<file path="src/ddrphy_pkg.sv">
package ddrphy_pkg;

  // Register byte offsets on the APB word bus.
  localparam logic [7:0] OFF_CTRL = 8'h00;
  localparam logic [7:0] OFF_MARGIN = 8'h04;
  localparam logic [7:0] OFF_TXWORD = 8'h08;
  localparam logic [7:0] OFF_STATUS = 8'h0C;
  localparam logic [7:0] OFF_DELAY = 8'h10;
  localparam logic [7:0] OFF_RXWORD = 8'h14;

  // Control register fields; update_n resets high so the code holds.
  localparam int C_LOAD = 0;
  localparam int C_PAUSE = 1;
  localparam int C_RSEL = 2;
  localparam int C_WLD = 5;
  localparam int C_UPDN = 13;
  localparam int C_GEAR4 = 14;
  localparam int C_SRST = 15;
  localparam int C_RDGO = 16;
  localparam int C_TXGO = 17;
  localparam logic [15:0] CTRL_RST = 16'h2000;

  // Margin register fields.
  localparam int M_STEP = 0;
  localparam int M_DIR = 1;

  // Transmit word fields.
  localparam int T_DQ = 0;
  localparam int T_DQS = 8;
  localparam int T_DQEN = 16;
  localparam int T_DQSEN = 20;
  localparam int T_AC = 24;

  // One serial bit lasts BIT_NS, rounded up to whole system clock cycles.
  localparam int CLK_NS = 8;
  localparam int BIT_NS = 32;
  localparam int BIT_CYC = (BIT_NS + CLK_NS - 1) / CLK_NS;
  localparam int QTR_CYC = (BIT_CYC / 4 > 0) ? BIT_CYC / 4 : 1;
  localparam logic [2:0] PH_LAST = 3'(BIT_CYC - 1);
  localparam logic [2:0] PH_QTR = 3'(QTR_CYC);

  // Word sizes, as last bit index, for the two gear ratios.
  localparam logic [2:0] LAST_G2 = 3'h3;
  localparam logic [2:0] LAST_G4 = 3'h7;

  // Strobe delay line.
  localparam int DLY_DEPTH = 64;
  localparam logic [5:0] DLY_MAX = 6'h3F;
  localparam logic [7:0] PER_MAX = 8'hFF;

  typedef enum logic [2:0] {
    TX_IDLE = 3'b001,
    TX_LEVEL = 3'b010,
    TX_SEND = 3'b100
  } ddrphy_tx_e;

  typedef enum logic [2:0] {
    RD_IDLE = 3'b001,
    RD_PRE = 3'b010,
    RD_CAP = 3'b100
  } ddrphy_rd_e;

  typedef struct packed {
    logic dq;
    logic dq_oe;
    logic dqs;
    logic dqs_oe;
    logic addr_cmd;
  } ddrphy_pins_s;

endpackage

</file>
<file path="src/ddrphy_dly_line.sv">
module ddrphy_dly_line
  import ddrphy_pkg::*;
(
  // Clock and reset
  input wire logic pclk,
  input wire logic presetn,
  // Strobe in, tap select, delayed strobe out
  input wire logic din,
  input wire logic [5:0] sel,
  output logic dout
);

  typedef struct packed {
    logic [DLY_DEPTH-1:0] taps;
    logic dout;
  } ddrphy_dly_s;

  ddrphy_dly_s q;
  ddrphy_dly_s d;

  // The tap is picked from registers, so dout lags din by sel plus two.
  always_comb
  begin
    d = q;
    d.taps = {q.taps[DLY_DEPTH-2:0], din};
    d.dout = q.taps[sel];
  end

  // The line starts empty, which reads as a low strobe.
  always_ff @(posedge pclk or negedge presetn)
  begin
    if (!presetn)
      q <= '0;
    else
      q <= d;
  end

  assign dout = q.dout;

endmodule // ddrphy_dly_line

</file>
<file path="src/ddrphy_top.sv">
// Contract
// Strobe is delayed a quarter period by the loop code for capture.
// One strobe buffer serves a group of sixteen data pins.
// Load, step and direction raise or lower the applied strobe delay.
// With load high, loop code changes are ignored; steps must track.
// Without margin control, load stays low and delay follows the code.
// Pause is raised before select, leveling or code changes.
// Read select places the read window after the strobe preamble.
// A burst detect flag confirms the read window placement.
// Three-bit read and write pointers move captured bits into words.
// Write clocks for data and strobe include the leveling delay.
// Gear two capture gives four bits; even bits on rising edges.
// Gear four capture gives eight bits; even bits on rising edges.
// Gear two data output sends four bits, first bit first, early.
// Gear four data output sends eight bits on the early clock.
// Gear two strobe output sends four bits in order.
// Gear four strobe output sends eight bits in order.
// Gear two data enables send two bits, first then second.
// Gear four data enables send four bits in order.
// Gear two strobe enables send two bits on the strobe clock.
// Gear four strobe enables send four bits in order.
// Gear two address and command sends two bits per word.
// Gear four address and command sends four bits per word.
// Loop code updates only while update_n is low; lock marks valid.
// Serializer reset clears gearing registers and pointers to idle.
//
// Implementation choices: register access over APB and the placing of the registers.
module ddrphy_top
  import ddrphy_pkg::*;
(
  // APB slave
  input wire logic pclk,
  input wire logic presetn,
  input wire logic psel,
  input wire logic penable,
  input wire logic pwrite,
  input wire logic [7:0] paddr,
  input wire logic [31:0] pwdata,
  output logic [31:0] prdata,
  output logic pready,
  output logic pslverr,
  // Memory pins of one sixteen-bit strobe group, bit lane zero
  input wire logic dq_in,
  input wire logic dqs_in,
  output ddrphy_pkg::ddrphy_pins_s dram_pins
);

  typedef struct packed {
    logic [1:0] dqs_sync;
    logic [1:0] dq_sync;
    logic dqs_prev;
    logic srd_prev;
    logic seen;
    logic [7:0] per_cnt;
    logic [5:0] dll_code;
    logic lock;
    logic [5:0] delay;
    logic [15:0] ctrl;
    logic [27:0] txw;
    ddrphy_rd_e rd_state;
    logic [2:0] skip;
    logic [2:0] wr_ptr;
    logic [2:0] rd_ptr;
    logic [7:0] cap;
    logic [7:0] rx_word;
    logic burst_det;
    ddrphy_tx_e tx_state;
    logic [7:0] tx_cnt;
    logic [2:0] ph;
    logic [2:0] bit_idx;
    logic [7:0] sh_dq;
    logic [7:0] sh_dqs;
    logic [3:0] sh_en;
    logic [3:0] sh_sen;
    logic [3:0] sh_ac;
    ddrphy_pins_s pins;
    logic pready;
    logic pslverr;
    logic [31:0] prdata;
  } ddrphy_st_s;

  ddrphy_st_s q;
  ddrphy_st_s d;

  logic srd;
  logic setup;
  logic wr_acc;
  logic step;
  logic rd_go;
  logic tx_go;
  logic dqs_rise;
  logic srd_rise;
  logic srd_edge;
  logic [2:0] offset;
  logic [2:0] last;
  logic [5:0] tap;

  // The delay line turns the tap count into the shifted read strobe.
  assign tap = q.delay;
  ddrphy_dly_line u_dly (
    .pclk(pclk),
    .presetn(presetn),
    .din(q.dqs_sync[1]),
    .sel(tap),
    .dout(srd)
  );

  // Bus decode; a write counts only at the edge where pready is seen high.
  assign setup = psel && !penable;
  assign wr_acc = psel && penable && q.pready && pwrite;
  assign step = wr_acc && (paddr == OFF_MARGIN) && pwdata[M_STEP];
  assign rd_go = wr_acc && (paddr == OFF_CTRL) && pwdata[C_RDGO];
  assign tx_go = wr_acc && (paddr == OFF_CTRL) && pwdata[C_TXGO];
  assign dqs_rise = q.dqs_sync[1] && !q.dqs_prev;
  assign srd_rise = srd && !q.srd_prev;
  assign srd_edge = srd ^ q.srd_prev;
  assign offset = q.wr_ptr - q.rd_ptr;
  assign last = q.ctrl[C_GEAR4] ? LAST_G4 : LAST_G2;

  // All next-state logic of the block in one place.
  always_comb
  begin
    d = q;
    d.dqs_sync = {q.dqs_sync[0], dqs_in};
    d.dq_sync = {q.dq_sync[0], dq_in};
    d.dqs_prev = q.dqs_sync[1];
    d.srd_prev = srd;
    d.pready = 1'b0;
    d.pslverr = 1'b0;

    // Answer is registered, so every access phase lasts one cycle.
    if (setup)
    begin
      d.pready = 1'b1;
      d.prdata = 32'h0000_0000;
      case (paddr)
        OFF_CTRL: d.prdata = {16'h0000, q.ctrl};
        OFF_MARGIN: d.prdata = 32'h0000_0000;
        OFF_TXWORD: d.prdata = {4'h0, q.txw};
        OFF_STATUS: d.prdata = {23'h000000, q.tx_state != TX_IDLE,
                                q.wr_ptr, q.rd_ptr, q.burst_det, q.lock};
        OFF_DELAY: d.prdata = {20'h00000, q.delay, q.dll_code};
        OFF_RXWORD: d.prdata = {24'h000000, q.rx_word};
        default: d.pslverr = 1'b1;
      endcase
    end
    if (wr_acc && (paddr == OFF_CTRL))
      d.ctrl = pwdata[15:0];
    if (wr_acc && (paddr == OFF_TXWORD))
      d.txw = pwdata[27:0];

    // Period is measured between rising strobe edges; a quarter is the code.
    if (dqs_rise)
    begin
      d.per_cnt = 8'h01;
      d.seen = 1'b1;
      if (!q.ctrl[C_UPDN] && q.seen)
      begin
        d.dll_code = q.per_cnt[7:2];
        d.lock = 1'b1;
      end
    end
    else if (q.per_cnt != PER_MAX)
      d.per_cnt = q.per_cnt + 8'h01;

    // Applied delay holds while paused, as the controller relies on.
    if (!q.ctrl[C_PAUSE])
    begin
      if (!q.ctrl[C_LOAD])
        d.delay = q.dll_code;
      else if (step)
      begin
        if (pwdata[M_DIR] && (q.delay != 6'h00))
          d.delay = q.delay - 6'h01;
        else if (!pwdata[M_DIR] && (q.delay != DLY_MAX))
          d.delay = q.delay + 6'h01;
      end
    end

    // Read window: skip preamble edges, then fill one word by pointers.
    if (rd_go)
    begin
      d.rd_state = RD_PRE;
      d.skip = q.ctrl[C_RSEL +: 3];
      d.rd_ptr = q.wr_ptr;
      d.cap = 8'h00;
      d.burst_det = 1'b0;
    end
    else if (!q.ctrl[C_PAUSE])
    begin
      case (q.rd_state)
        RD_IDLE: d.rd_state = RD_IDLE;
        RD_PRE:
          if (srd_rise)
          begin
            if (q.skip == 3'h0)
            begin
              d.cap[0] = q.dq_sync[1];
              d.wr_ptr = q.wr_ptr + 3'h1;
              d.rd_state = RD_CAP;
            end
            else
              d.skip = q.skip - 3'h1;
          end
        RD_CAP:
          if (srd_edge)
          begin
            d.cap[offset] = q.dq_sync[1];
            d.wr_ptr = q.wr_ptr + 3'h1;
            if (offset == last)
            begin
              d.rx_word = d.cap;
              d.rd_ptr = q.wr_ptr + 3'h1;
              d.burst_det = 1'b1;
              d.rd_state = RD_IDLE;
            end
          end
        default: d.rd_state = RD_IDLE;
      endcase
    end

    // Transmit: leveling wait, then bits; strobe lags data a quarter bit.
    case (q.tx_state)
      TX_IDLE:
        if (tx_go)
        begin
          d.sh_dq = q.txw[T_DQ +: 8];
          d.sh_dqs = q.txw[T_DQS +: 8];
          d.sh_en = q.txw[T_DQEN +: 4];
          d.sh_sen = q.txw[T_DQSEN +: 4];
          d.sh_ac = q.txw[T_AC +: 4];
          d.tx_cnt = q.ctrl[C_WLD +: 8];
          d.ph = 3'h0;
          d.bit_idx = 3'h0;
          d.tx_state = TX_LEVEL;
        end
      TX_LEVEL:
        if (q.tx_cnt == 8'h00)
          d.tx_state = TX_SEND;
        else
          d.tx_cnt = q.tx_cnt - 8'h01;
      TX_SEND:
      begin
        d.ph = (q.ph == PH_LAST) ? 3'h0 : q.ph + 3'h1;
        if (q.ph == 3'h0)
        begin
          d.pins.dq = q.sh_dq[0];
          d.sh_dq = q.sh_dq >> 1;
          if (!q.bit_idx[0])
          begin
            d.pins.dq_oe = q.sh_en[0];
            d.sh_en = q.sh_en >> 1;
            d.pins.addr_cmd = q.sh_ac[0];
            d.sh_ac = q.sh_ac >> 1;
          end
        end
        if (q.ph == PH_QTR)
        begin
          d.pins.dqs = q.sh_dqs[0];
          d.sh_dqs = q.sh_dqs >> 1;
          if (!q.bit_idx[0])
          begin
            d.pins.dqs_oe = q.sh_sen[0];
            d.sh_sen = q.sh_sen >> 1;
          end
        end
        if (q.ph == PH_LAST)
        begin
          d.bit_idx = q.bit_idx + 3'h1;
          if (q.bit_idx == last)
          begin
            d.pins.dq_oe = 1'b0;
            d.pins.dqs_oe = 1'b0;
            d.tx_state = TX_IDLE;
          end
        end
      end
      default: d.tx_state = TX_IDLE;
    endcase

    // Serializer reset wins over any traffic in the same cycle.
    if (q.ctrl[C_SRST])
    begin
      d.wr_ptr = 3'h0;
      d.rd_ptr = 3'h0;
      d.rd_state = RD_IDLE;
      d.tx_state = TX_IDLE;
      d.cap = 8'h00;
      d.sh_dq = 8'h00;
      d.sh_dqs = 8'h00;
      d.sh_en = 4'h0;
      d.sh_sen = 4'h0;
      d.sh_ac = 4'h0;
      d.pins = '0;
    end
  end

  // Async reset loads constants only; the strobe history starts low.
  always_ff @(posedge pclk or negedge presetn)
  begin
    if (!presetn)
    begin
      q <= '0;
      q.ctrl <= CTRL_RST;
      q.rd_state <= RD_IDLE;
      q.tx_state <= TX_IDLE;
    end
    else
      q <= d;
  end

  assign prdata = q.prdata;
  assign pready = q.pready;
  assign pslverr = q.pslverr;
  assign dram_pins = q.pins;
endmodule // ddrphy_top

</file>
<file path="config.mk">
export PLATFORM = sky130hd
export DESIGN_NAME = ddrphy_top
export DESIGN_NICKNAME = d
export VERILOG_FILES = /design/src/ddrphy_pkg.sv /design/src/ddrphy_dly_line.sv /design/src/ddrphy_top.sv
export SDC_FILE = /design/constraint.sdc
export NUM_CORES = 1
export LEC_CHECK = 0
export BUFFER_PORTS_ARGS = -buffer_cell sky130_fd_sc_hd__buf_2
export CORE_UTILIZATION = 50
export CTS_BUF_LIST = sky130_fd_sc_hd__clkbuf_8 sky130_fd_sc_hd__clkbuf_16
export DETAILED_ROUTE_END_ITERATION = 12
export HOLD_SLACK_MARGIN = 0.15
export PLACE_DENSITY_LB_ADDON = 0.25
export RECOVER_POWER = 25
export REMOVE_ABC_BUFFERS = 1
export SETUP_SLACK_MARGIN = 0.02
export SYNTH_ARGS = -nofsm -noshare
export SYNTH_HDL_FRONTEND = slang
export SYNTH_SLANG_ARGS = --single-unit
</file>
<file path="constraint.sdc">
create_clock -name pclk -period 5.1 [get_ports pclk]
set_clock_uncertainty 0.2 [all_clocks]
set_input_delay 0.765 -clock pclk [delete_from_list [all_inputs] [get_ports pclk]]
set_output_delay 0.765 -clock pclk [all_outputs]
set_load 0.01 [all_outputs]
</file>
==> impl_metrics.csv <==
group,metric,value,unit
finish,stdcell_count,1333,
clock_network,cts_resized,0,
clock_network,cts_sinks,245,
global_routing,grt_pass1_vias,7598,
sta,grt_setup_unrepaired,"no",
drt,ant_nets,0,
floorplanning,dieArea,23260,µm²
job,cap_viol_max_count,0,
critical_path,cp_max_fo,18,
clock_network,clockBufferDepth,3,
critical_path,startpoint_type,"flop",
synthesis,yosysSeqAreaShare,54.16,%
sta,tightestPinTransition,1094,ps
synthesis,syn_area,11330,µm²
critical_path,end_kind,"flop",
sta,fin_tns_setup,0,ps
placement,dp_hpwl,16900,µm
drt,wire_per_inst,19.10,µm
drt,viasPerCell,5.809,
placement,gp_congestion,0.8547,
sta,hold_viol_final,0,
finish,finalInstanceArea,12560,µm²
finish,post-route-util,57.01,%
power,peakVddDrop,0.2109,mV
clock_network,htreeDepth,1,
placement,portBuffers,77,
synthesis,ys_types,79,
clock_network,clock_latency,520,ps
synthesis,ys.flop_type,"dfrtp_1",
finish,drive_above_1_share,23.08,%
run_status,status,"complete, but fails checks",
power,pwr-share-comb,12.1,%
power,p_per_area,360.7,nW/µm²
sta,max_slew_margin,26.78,%
critical_path,reg2regPathDepth,9,
synthesis,synthArstFlopShare,100.0,%
sta,period_share,65.48,%
clock_network,post_cts_buffers,0,
finish,syn_to_final_growth,10.87,%
floorplanning,io_pins,86,
synthesis,yosysWarnings,0,
sta,finalMaxSlewViolations,0,
global_routing,grt_pass1_wl,41610,µm
clock_network,cts_tree,"yes",
critical_path,crit_type,"reg -> reg",
critical_path,cp.arrival,3540,ps
drt,drt_iter0_drc,648,
finish,regArea,6135,µm²
power,switching_power,0.001168,W
hold_path,whs_path_depth,0,
run_status,violations,"DRC",
finish,multi_input_area,4579,µm²
power,p_int,0.003362,W
finish,fillers,1872,
floorplanning,rows,54,
drt,num_vias,7743,
global_routing,grt_usage,22.56,%
power,p_seq_share,46.8,%
power,switching_share,25.78,%
placement,place_inst,1283,
floorplanning,fp.coreArea,22030,µm²
power,power,0.004530,W
power,clkPwrFrac,41.1,%
synthesis,synth-edff-count,0,
drt,drc,5,
placement,placed_area,11680,µm²
clock_network,cts-hold-fix-buffers,2,
power,p_leak,5.880,nW
sta,fmax,299.4,MHz
clock_network,numCtsBuffers,26,
critical_path,cp.required,5300,ps
finish,final_common_cell,"dfrtp_1",
drt,drt_pass1_iterations,11,
sta,setup_viol,0,
floorplanning,die_w,152.5,µm
clock_network,cts.root.buffer_cell,"clkbuf_16",
clock_network,clk_pin_slew,60,ps
finish,nets,1098,
floorplanning,floorplan.initialDensity,51.42,%
global_routing,grt_max_degree,143,
finish,diodes,0,
synthesis,syn_inst,1003,
synthesis,synth-seq-cells,245,
sta,fin_crit,3339,ps
hold_path,hold_path.class,"reg -> reg",
drt,wl,25460,µm
synthesis,syn_area_per_cell,11.29,µm²
global_routing,grt-ovfl-total,0,
finish,final_cell_mix,"dfrtp_1, nand2_1, buf_2",
floorplanning,die_h,152.5,µm
global_routing,antenna_found_initial,0,
==> critical path, stage by stage (launching register included) <==
cell	delay [ps]
dfrtp_1	650
or4_4	620
o31ai_4	360
inv_1	170
ha_1	350
nor2b_1	150
o21a_1	170
or3_1	300
a31oi_1	150
o21ai_0	80
==> synth_stat cells (9+ instances only) <==
| cell type | n | area share (%) |
|---|---|---|
| clkbuf_1 | 29 | 0.96 |
| and3_1 | 10 | 0.55 |
| nand4_1 | 10 | 0.55 |
| nor3_1 | 17 | 0.75 |
| dfrtp_1 | 242 | 53 |
| nand3_1 | 41 | 1.8 |
| buf_2 | 15 | 0.66 |
| nor2_1 | 49 | 1.6 |
| nand2_1 | 114 | 3.8 |
| mux2i_1 | 24 | 2.1 |
| a21oi_1 | 49 | 2.2 |
| inv_1 | 29 | 0.96 |
| nor2b_1 | 11 | 0.61 |
| o21ai_0 | 45 | 2.0 |
| nand2b_1 | 9 | 0.50 |
| mux4_2 | 15 | 3.0 |
| a22oi_1 | 16 | 1.1 |
| mux2_2 | 70 | 7.0 |
| ha_1 | 16 | 1.8 |
| a31oi_1 | 15 | 0.83 |
| a222oi_1 | 11 | 0.97 |
| buf_4 | 40 | 2.7 |
==> sequential cells by signal, summed over array words and instances (netlist names) <==
signal	flops
d	3
dram_pins	5
prdata	28
pready	1
pslverr	1
q	136
tap	6
u_dly.d	63
u_dly.dout	1
u_dly.q	1
==> area by class of cell <==
type	count	area share (%)
multi-input cells	641	36.47
clock inverters	15	0.8270
clock buffers	33	6.038
well taps	280	2.790
flip-flops and latches	245	48.85
repair buffers	90	4.155
inverters	29	0.8669
==> layer usage <==
layer  up-vias  wire (µm)  share of wire (%)  track usage [%]
met1      3888      12170                 48            33.38
met4         0        505                2.0            6.397
met2       194      11470                 45            34.76
met3        32       1307                5.1            3.356
met5         -          0                  0                0
li1       3629          -                  -                -
==> stage by stage <==
step           hold WS (ps)  worst slack (ps)
2_1_floorplan         131.2              1733
3_3_place_gp          132.7              1776
3_5_place_dp          136.2              1712
4_1_cts               150.8              1761
5_1_grt               162.1              1611
6_report              147.5              1761
==> cells by family after synthesis <==
family | count (synthesis) | synth area share, %
compound gates | 188 | 11.10
xor+xnor | 12 | 1.049
fa+ha+maj | 18 | 2.121
buf+inv | 120 | 5.546
flops | 245 | 54.16
mux | 109 | 12.06
other cells | 1 | 0.03311
simple gates | 310 | 13.92
==> power groups by stage <==
stage                     registers (W)  logic (W)  clock network [W]
after detailed placement        0.00215   0.000550                  0
final                           0.00212   0.000549            0.00186
after floorplan                 0.00215   0.000349                  0
after CTS                       0.00212   0.000557            0.00190
after global placement          0.00215   0.000545                  0
after global routing            0.00213   0.000614            0.00197
==> final timing paths <==
check                      startpoint     endpoint  slack, ps
setup / recovery               tap[3]       tap[4]       1760
hold / removal                 d[184]       d[180]        150
setup reg to reg               tap[3]       tap[4]       1760
hold reg to reg                d[184]       d[180]        150
max in group asynchronous     presetn       q[178]       3360
min in group asynchronous     presetn  u_dly.d[18]        160
No activity file was read; power rests on OpenSTA's default activity.
